**src/awsc_pkg.sv**
```systemverilog
// package with register map, field layout and timing tables for area wait state control
//
// Contract
// one 16-bit read/write wait control register, one field per external area; areas 1 and 7 have no field here
// area 6 field bits 15:13 gives first waits 0,1,2,3,4,6,8,10; wait ignored at 000
// area 6 burst transfers take 2,2,3,4,4,6,8,10 states; wait honoured always
// area 5 field bits 12:10 encoded like area 6, first waits and burst pitch
// area 4 field bits 9:7 selects area 4 waits, no burst pitch
// area 3 field bits 6:5 gives 0..3 waits ordinary memory; wait ignored at 00
// area 2 field bits 4:3 gives 0..3 waits ordinary memory; wait ignored at 00
// with synchronous DRAM in area 2 or 3 the field selects CAS latency 1,1,2,3
// area 0 field bits 2:0 selects first waits and burst pitch
// area 4 codes give 0,1,2,3,4,6,8,10 waits; wait ignored only at 000
// area 0 first waits 0..10 and burst pitch 2..10; wait ignored only first cycle 000
// honoured wait input extends the cycle one state per sampled asserted state
// every field of the wait control register resets to all ones
package awsc_pkg;

   // register map
   localparam logic [11:0] AWSC_WAIT_CTRL_ADDR = 12'h000;
   localparam int AWSC_REG_W = 16;
   localparam logic [15:0] AWSC_WAIT_CTRL_RST = 16'hFFFF;

   // field layout, lowest bit and width of each area field
   localparam int AWSC_A6_LSB = 13;
   localparam int AWSC_A5_LSB = 10;
   localparam int AWSC_A4_LSB = 7;
   localparam int AWSC_A3_LSB = 5;
   localparam int AWSC_A2_LSB = 3;
   localparam int AWSC_A0_LSB = 0;
   localparam int AWSC_WIDE_W = 3;
   localparam int AWSC_NARROW_W = 2;

   // first-cycle waits per code, code 0 in the lowest nibble
   localparam logic [7:0][3:0] AWSC_FIRST_WAITS =
      {4'hA, 4'h8, 4'h6, 4'h4, 4'h3, 4'h2, 4'h1, 4'h0};
   // states per burst data transfer per code
   localparam logic [7:0][3:0] AWSC_BURST_PITCH =
      {4'hA, 4'h8, 4'h6, 4'h4, 4'h4, 4'h3, 4'h2, 4'h2};
   // CAS latency per two-bit code
   localparam logic [3:0][1:0] AWSC_CAS_LAT = {2'h3, 2'h2, 2'h1, 2'h1};

   // access sequencer states
   typedef enum logic [1:0] {
      AWSC_IDLE,
      AWSC_FIRST,
      AWSC_BURST
   } awsc_state_t;

endpackage // awsc_pkg

```
**src/awsc_top.sv**
```systemverilog
// area wait state control: APB register and external access wait sequencer
module awsc_top (
   input wire logic sys_clk_i,
   input wire logic rst_b_i,
   // APB slave
   input wire logic psel_i,
   input wire logic penable_i,
   input wire logic pwrite_i,
   input wire logic [11:0] paddr_i,
   input wire logic [31:0] pwdata_i,
   input wire logic [3:0] pstrb_i,
   output logic [31:0] prdata_o,
   output logic pready_o,
   output logic pslverr_o,
   // access request from the bus controller
   input wire logic acc_start_i,
   input wire logic [2:0] acc_area_i,
   input wire logic acc_burst_i,
   input wire logic [1:0] acc_beats_i,
   input wire logic sdram_area2_i,
   input wire logic sdram_area3_i,
   input wire logic mem_wait_b_i,
   output logic acc_ready_o,
   output logic acc_busy_o,
   output logic acc_done_o,
   output logic acc_last_o,
   output logic [1:0] cas_lat_area2_o,
   output logic [1:0] cas_lat_area3_o
);

   ////////////////////////////////////////////////////////////////////////////////
   // register bus decode

   logic [15:0] area_wait_control_r;
   logic [31:0] prdata_r;
   logic addr_hit_w;
   logic setup_w;
   logic access_w;
   logic wr_en_w;
   logic [15:0] byte_mask_w;
   logic [15:0] wait_ctrl_nxt;

   // decode of the only mapped word; everything else answers with an error
   assign addr_hit_w = (paddr_i == awsc_pkg::AWSC_WAIT_CTRL_ADDR);
   assign setup_w = psel_i & ~penable_i;
   assign access_w = psel_i & penable_i;
   assign wr_en_w = access_w & pwrite_i & addr_hit_w;
   assign byte_mask_w = {{8{pstrb_i[1]}}, {8{pstrb_i[0]}}};
   assign wait_ctrl_nxt = (area_wait_control_r & ~byte_mask_w)
                        | (pwdata_i[15:0] & byte_mask_w);

   // zero-wait slave, error only for an unmapped word
   assign pready_o = 1'b1;
   assign pslverr_o = access_w & ~addr_hit_w;
   assign prdata_o = prdata_r;

   // wait control register, loaded with all ones at reset
   always_ff @(posedge sys_clk_i or negedge rst_b_i) begin
      if (!rst_b_i) begin
         area_wait_control_r <= awsc_pkg::AWSC_WAIT_CTRL_RST;
      end else if (wr_en_w) begin
         area_wait_control_r <= wait_ctrl_nxt;
      end
   end

   // read data captured in the setup phase, upper half reads zero
   always_ff @(posedge sys_clk_i or negedge rst_b_i) begin
      if (!rst_b_i) begin
         prdata_r <= 32'h0000_0000;
      end else if (setup_w) begin
         prdata_r <= addr_hit_w ? {16'h0000, area_wait_control_r} : 32'h0000_0000;
      end
   end

   ////////////////////////////////////////////////////////////////////////////////
   // per-area timing decode

   logic [7:0][2:0] area_code_w;
   logic [7:0][3:0] area_first_w;
   logic [7:0][3:0] area_pitch_w;
   logic [7:0] area_honour_w;
   logic [7:0] area_burst_ok_w;
   logic [7:0] area_sdram_w;

   // single-bit field wires of the wait control register
   logic area6_wait_sel_hi;
   logic area6_wait_sel_mid;
   logic area6_wait_sel_lo;
   logic area5_wait_sel_hi;
   logic area5_wait_sel_mid;
   logic area5_wait_sel_lo;
   logic area4_wait_sel_hi;
   logic area4_wait_sel_mid;
   logic area4_wait_sel_lo;
   logic area3_wait_sel_hi;
   logic area3_wait_sel_lo;
   logic area2_wait_sel_hi;
   logic area2_wait_sel_lo;
   logic area0_wait_sel_hi;
   logic area0_wait_sel_mid;
   logic area0_wait_sel_lo;

   // field bits picked from their register positions
   assign area6_wait_sel_hi = area_wait_control_r[awsc_pkg::AWSC_A6_LSB + 2];
   assign area6_wait_sel_mid = area_wait_control_r[awsc_pkg::AWSC_A6_LSB + 1];
   assign area6_wait_sel_lo = area_wait_control_r[awsc_pkg::AWSC_A6_LSB];
   assign area5_wait_sel_hi = area_wait_control_r[awsc_pkg::AWSC_A5_LSB + 2];
   assign area5_wait_sel_mid = area_wait_control_r[awsc_pkg::AWSC_A5_LSB + 1];
   assign area5_wait_sel_lo = area_wait_control_r[awsc_pkg::AWSC_A5_LSB];
   assign area4_wait_sel_hi = area_wait_control_r[awsc_pkg::AWSC_A4_LSB + 2];
   assign area4_wait_sel_mid = area_wait_control_r[awsc_pkg::AWSC_A4_LSB + 1];
   assign area4_wait_sel_lo = area_wait_control_r[awsc_pkg::AWSC_A4_LSB];
   assign area3_wait_sel_hi = area_wait_control_r[awsc_pkg::AWSC_A3_LSB + 1];
   assign area3_wait_sel_lo = area_wait_control_r[awsc_pkg::AWSC_A3_LSB];
   assign area2_wait_sel_hi = area_wait_control_r[awsc_pkg::AWSC_A2_LSB + 1];
   assign area2_wait_sel_lo = area_wait_control_r[awsc_pkg::AWSC_A2_LSB];
   assign area0_wait_sel_hi = area_wait_control_r[awsc_pkg::AWSC_A0_LSB + 2];
   assign area0_wait_sel_mid = area_wait_control_r[awsc_pkg::AWSC_A0_LSB + 1];
   assign area0_wait_sel_lo = area_wait_control_r[awsc_pkg::AWSC_A0_LSB];

   // area codes; areas 1 and 7 have no field and run with no waits
   assign area_code_w[0] = {area0_wait_sel_hi, area0_wait_sel_mid, area0_wait_sel_lo};
   assign area_code_w[1] = 3'h0;
   assign area_code_w[2] = {1'b0, area2_wait_sel_hi, area2_wait_sel_lo};
   assign area_code_w[3] = {1'b0, area3_wait_sel_hi, area3_wait_sel_lo};
   assign area_code_w[4] = {area4_wait_sel_hi, area4_wait_sel_mid, area4_wait_sel_lo};
   assign area_code_w[5] = {area5_wait_sel_hi, area5_wait_sel_mid, area5_wait_sel_lo};
   assign area_code_w[6] = {area6_wait_sel_hi, area6_wait_sel_mid, area6_wait_sel_lo};
   assign area_code_w[7] = 3'h0;

   // synchronous DRAM only possible in areas 2 and 3
   assign area_sdram_w = {4'h0, sdram_area3_i, sdram_area2_i, 2'h0};

   // one decode per area: waits, pitch, wait-pin honour and burst capability
   genvar g;
   generate
      for (g = 0; g < 8; g++) begin : g_area
         logic [1:0] cas_w;
         assign cas_w = awsc_pkg::AWSC_CAS_LAT[area_code_w[g][1:0]];
         // code 0 ignores the wait pin in the first cycle
         assign area_honour_w[g] = (area_code_w[g] != 3'h0) & ~area_sdram_w[g];
         // CAS latency replaces the wait count on synchronous DRAM
         assign area_first_w[g] = area_sdram_w[g] ? {2'h0, cas_w}
                                : awsc_pkg::AWSC_FIRST_WAITS[area_code_w[g]];
         assign area_pitch_w[g] = awsc_pkg::AWSC_BURST_PITCH[area_code_w[g]];
         assign area_burst_ok_w[g] = (g == 0) || (g == 5) || (g == 6);
      end
   endgenerate

   ////////////////////////////////////////////////////////////////////////////////
   // CAS latency outputs

   logic [1:0] cas2_r;
   logic [1:0] cas3_r;

   // latency of areas 2 and 3, valid while synchronous DRAM is attached
   always_ff @(posedge sys_clk_i or negedge rst_b_i) begin
      if (!rst_b_i) begin
         cas2_r <= 2'h0;
         cas3_r <= 2'h0;
      end else begin
         cas2_r <= awsc_pkg::AWSC_CAS_LAT[area_code_w[2][1:0]];
         cas3_r <= awsc_pkg::AWSC_CAS_LAT[area_code_w[3][1:0]];
      end
   end

   assign cas_lat_area2_o = cas2_r;
   assign cas_lat_area3_o = cas3_r;

   ////////////////////////////////////////////////////////////////////////////////
   // access sequencer
   //
   // timing of one access, counted in clock edges:
   // - the start edge loads the first-cycle count of the area
   // - each following edge takes one off the count
   // - once the count is zero, an edge with no honoured wait completes the transfer
   // - an honoured wait seen at a zero count keeps the transfer one more state
   // - the first transfer thus spans the programmed waits plus one state
   // - a burst beat reloads the pitch minus one, so it spans the pitch
   // - burst beats honour the wait pin whatever the code
   // - the first cycle honours it only for a non-zero code
   // - synchronous DRAM areas use the CAS latency as count, wait pin ignored
   // - done and last rise on the completing edge itself and pulse for one cycle
   // - ready returns on the same edge, so a new start comes one cycle later
   //
   // hazards kept in mind:
   // - the area timing is latched at the start edge
   // - a register write during an access only affects the next one
   // - areas without a burst pitch run a burst request as a single
   // - the wait pin is sampled only at a zero count, so an early
   //   wait from slow memory costs nothing while waits still run
   // - a wait held low forever hangs the access; the bus controller
   //   above is expected to bound it
   //
   // limitations:
   // - no idle cycles are inserted between accesses here
   // - refresh and synchronous DRAM commands are handled elsewhere
   // - areas 1 and 7 are treated as zero-wait memory

   awsc_pkg::awsc_state_t state_r;
   awsc_pkg::awsc_state_t state_nxt;
   logic [3:0] cnt_r;
   logic [3:0] cnt_nxt;
   logic [1:0] beats_r;
   logic [1:0] beats_nxt;
   logic [3:0] pitch_r;
   logic honour_r;
   logic burst_r;
   logic done_r;
   logic last_r;
   logic start_w;
   logic wait_hold_w;
   logic xfer_end_w;
   logic more_w;

   assign start_w = (state_r == awsc_pkg::AWSC_IDLE) & acc_start_i;
   // burst beats honour the wait pin for every code, first cycle per its code
   assign wait_hold_w = ~mem_wait_b_i
                      & ((state_r == awsc_pkg::AWSC_BURST) | honour_r);
   // a transfer ends once its count runs out and no honoured wait is seen
   assign xfer_end_w = (state_r != awsc_pkg::AWSC_IDLE) & (cnt_r == 4'h0)
                     & ~wait_hold_w;
   assign more_w = burst_r & (beats_r != 2'h0);

   assign acc_ready_o = (state_r == awsc_pkg::AWSC_IDLE);
   assign acc_busy_o = (state_r != awsc_pkg::AWSC_IDLE);
   assign acc_done_o = done_r;
   assign acc_last_o = last_r;

   // next state, count and remaining beats
   always_comb begin
      state_nxt = state_r;
      cnt_nxt = cnt_r;
      beats_nxt = beats_r;
      unique case (state_r)
         awsc_pkg::AWSC_IDLE: begin
            if (acc_start_i) begin
               state_nxt = awsc_pkg::AWSC_FIRST;
               cnt_nxt = area_first_w[acc_area_i];
               beats_nxt = acc_beats_i;
            end
         end
         awsc_pkg::AWSC_FIRST, awsc_pkg::AWSC_BURST: begin
            if (cnt_r != 4'h0) begin
               cnt_nxt = cnt_r - 4'h1;
            end else if (xfer_end_w) begin
               if (more_w) begin
                  state_nxt = awsc_pkg::AWSC_BURST;
                  cnt_nxt = pitch_r - 4'h1;
                  beats_nxt = beats_r - 2'h1;
               end else begin
                  state_nxt = awsc_pkg::AWSC_IDLE;
               end
            end
            // otherwise stay one more state for the asserted wait
         end
      endcase
   end

   // sequencer registers
   always_ff @(posedge sys_clk_i or negedge rst_b_i) begin
      if (!rst_b_i) begin
         state_r <= awsc_pkg::AWSC_IDLE;
         cnt_r <= 4'h0;
         beats_r <= 2'h0;
      end else begin
         state_r <= state_nxt;
         cnt_r <= cnt_nxt;
         beats_r <= beats_nxt;
      end
   end

   // timing of the access latched at its start, so a register write mid-access is harmless
   always_ff @(posedge sys_clk_i or negedge rst_b_i) begin
      if (!rst_b_i) begin
         pitch_r <= 4'h2;
         honour_r <= 1'b0;
         burst_r <= 1'b0;
      end else if (start_w) begin
         pitch_r <= area_pitch_w[acc_area_i];
         honour_r <= area_honour_w[acc_area_i];
         burst_r <= acc_burst_i & area_burst_ok_w[acc_area_i];
      end
   end

   // end-of-transfer strobes
   always_ff @(posedge sys_clk_i or negedge rst_b_i) begin
      if (!rst_b_i) begin
         done_r <= 1'b0;
         last_r <= 1'b0;
      end else begin
         done_r <= xfer_end_w;
         last_r <= xfer_end_w & ~more_w;
      end
   end

endmodule // awsc_top

```
**config.mk**
```make
export PLATFORM = sky130hd
export DESIGN_NAME = awsc_top
export DESIGN_NICKNAME = d
export VERILOG_FILES = /design/src/awsc_pkg.sv /design/src/awsc_top.sv
export SDC_FILE = /design/constraint.sdc
export NUM_CORES = 1
export LEC_CHECK = 0
export BUFFER_PORTS_ARGS = -buffer_cell sky130_fd_sc_hd__buf_4
export CAP_MARGIN = 20
export CORE_ASPECT_RATIO = 1.25
export CORE_MARGIN = 2
export CORE_UTILIZATION = 50
export CTS_CLUSTER_SIZE = 20
export DETAILED_ROUTE_END_ITERATION = 10
export GPL_ROUTABILITY_DRIVEN = 0
export PLACE_DENSITY_LB_ADDON = 0.15
export RECOVER_POWER = 25
export SLEW_MARGIN = 0
export SYNTH_ARGS = -nofsm -noshare
export SYNTH_HDL_FRONTEND = slang
export SYNTH_SLANG_ARGS = --single-unit
```
**constraint.sdc**
```tcl
create_clock -name sys_clk_i -period 2.6 [get_ports sys_clk_i]
set_clock_uncertainty 0.15 [all_clocks]
set_input_delay 0.26 -clock sys_clk_i [delete_from_list [all_inputs] [get_ports sys_clk_i]]
set_output_delay 0.26 -clock sys_clk_i [all_outputs]
set_load 0.05 [all_outputs]
```
==> results.tsv <==
metric	value	unit
Post-synth EDFFs	0	
# resized after CTS	0	
Synth async-reset ratio	100	%
Hold Path Class	in -> reg	
Via density	5.76	
Tcrit/Tclk final	77.1	%
Clock Tree Root	clkbuf_8	
FF-to-FF End	cnt_r[1]	
CTS tree	built	
Critical Path AT	2.06	ns
initial antenna violation count	0	
Initial DRC Count	186	
register clock-pin slew on the reported worst setup and hold paths	0.10	ns
average wire per standard cell	15.5	µm
most frequent cells in the layout	buf_4, dfrtp_1, nand2_1, a22o_1	
Synth Area per Inst	10.2	µm²
post-synthesis sequential area ratio	44.5	%
Worst-Skew Late Latency	0.31	ns
class of the most critical setup path	reg -> reg	
FF-to-FF path depth	6	
Post-DRT Antenna Nets	0	
Crit path required time	2.65	ns
FILL cells	504	
crit path time final	2.00	ns
first-pass GRT wire length	10700	µm
hpwl dp	4780	µm
Least-Margin Pin Slew	1.26	ns
top_reg_cell synth	dfrtp_1	
Die X	72.9	µm
final hold vios	0	
Synth Register Bits	52	
DP Area	3450	µm²
Critical Path Sink Type	flop	
post-synthesis cell area	2970	µm²
status	completed	
vias in the first global route	2319	
total iterations of the first detailed-routing run	4	
Worst Hold Launch	pwdata_i[2]	
Via Count	2414	
largest family of logic cells by synthesized area	compound AO/OA/AOI/OAI gates	
CP startpoint kind	flop	
maximum VDD drop	0.306	mV
grt ovf	0	
Crit Path Max Fanout	6	
hold path depth	2	
worst reg2reg startpoint	cnt_r[1]	
I/O pin count	105	
setup TNS	0	ns
Die Span Y	90.2	µm
clock sinks	52	
area grow syn2layout	20.1	%
endpoints failing setup	0	
H-tree Lvls	2	
total global-route track usage	20.5	%
Slew Limit Fails	0	
Post-Synth Adder-Cell Area	2.11	%
final instance area	3570	µm²
nets	420	
Static Leak	1.64	nW
Core ar.	5780	µm²
Post-Synth XOR/XNOR Area	0.885	%
Syn. warnings	0	
CTS buffer count	5	
PortBufs	69	
utilization after layout	61.7	%
ranking of synthesized cells by area	dfrtp_1, dfstp_2, mux2_2, a22o_1, buf_4	
share of the synthesized area in the top cell type	29.5	%
# rows	31	
RSZ-0062 raised after global routing	no	
commonest non-fill, non-tap cell in the layout	buf_4	
starting density of the core	51.4	%
Slew HR	16.0	%
R2R Setup Slk	0.60	ns
max cap viols	0	
largest net degree at the start of global routing	53	
Unique masters post-synth	57	
multiplexer share of the synthesized area	8.64	%
Synth area leader	dfrtp_1	
Fmax	0.499	GHz
Die Area	6570	µm²
remaining routing DRC violations	0	
post-synthesis compound-gate area fraction	20.2	%
layout cells sized above 1	34.6	%
Post-CTS Repair Setup Buffers	0	
CTS Buffer Depth	2	
hold_buf cts	1	
P per Cell Area	697	nW/µm²
final wirelength	6500	µm
Synth Area in Simple Gates	14.8	%
Syn Inst Count	292	
ANT cells	0	
kinds of logic (layout without fill, tap and decap cells):
logic type                 after synthesis  in the layout
AOI/OAI and AO/OA                       82             82
xor gates and xnor gates                 3              3
adders and majority gates                5              5
buffers and inverters                   49             95
DFF                                     52             52
muxes                                   23             23
other                                    2             17
and+or+nand+nor                         76             76
routing by layer:
layer	routed length, µm	vias to the layer above	share of wire (%)	track usage (%)
met5	0	-	0	0
li1	-	1154	-	-
met2	3180	94	49	32.6
met1	2810	1155	43	27.9
met3	384	11	5.9	3.81
met4	126	0	1.9	6.79
critical path: stages, from the launching register on:
cell      delay (ns)
dfrtp_1         0.46
nor4_2          0.45
a21oi_1         0.14
ha_1            0.29
nand2b_1        0.09
o31ai_1         0.06
mux2_2          0.26
how the worst max path moves through the flow:
| stage | from | end | cells past startpoint |
|---|---|---|---|
| after global routing | cnt_r[1] | cnt_r[1] | 6 |
| final | cnt_r[1] | cnt_r[1] | 6 |
| after global placement | paddr_i[6] | prdata_o[8] | 4 |
| after CTS | cnt_r[1] | cnt_r[1] | 6 |
| after floorplan | state_r[0] | cnt_r[1] | 5 |
| after detailed placement | cnt_r[1] | cnt_r[1] | 6 |
cells in the mapped netlist, drive strengths merged (2+ instances only):
cell type / count
nor2b: 6
nor4: 4
a22oi: 2
nand3b: 3
o32ai: 2
a22o: 19
nor3: 8
dfstp: 17
o31ai: 2
conb: 2
a21oi: 10
nand2b: 10
a311oi: 2
nor2: 12
xnor2: 3
nand3: 3
nor4b: 3
o211ai: 2
a211oi: 5
o22ai: 3
a31oi: 2
inv: 14
a221oi: 3
clkbuf: 14
mux2: 18
nand2: 21
mux2i: 5
buf: 21
o21ai: 17
ha: 5
dfrtp: 35
final cells by class:
type	instances	area [µm²]	share of cell area (%)
clock buffers	5	68.8	1.93
multi-input cells	206	1450	40.6
well taps	66	82.6	2.32
inverters	14	52.6	1.47
flip-flops and latches	52	1320	37.1
repair buffers	73	548	15.4
clock inverters	3	42.5	1.19
power by group:
part | total (mW) | switching, mW | internal [mW] | leakage (nW)
combinational | 0.918 | 0.528 | 0.390 | 0.950
clock | 0.554 | 0.269 | 0.285 | 0.0541
sequential | 1.01 | 0.0921 | 0.922 | 0.634
per-stage QoR:
| step | instances | setup WS, ns | hold WS, ns | power, mW |
|---|---|---|---|---|
| 6_report | 419 | 0.595 | 0.0271 | 2.49 |
| 5_1_grt | 419 | 0.445 | 0.0253 | 2.65 |
| 4_1_cts | 419 | 0.591 | 0.0229 | 2.51 |
| 3_5_place_dp | 410 | 0.609 | 0.180 | 1.95 |
| 3_3_place_gp | 410 | 0.638 | 0.174 | 1.93 |
| 2_1_floorplan | 307 | 0.487 | -0.186 | 1.71 |
Power figures use the tool's default switching activity.
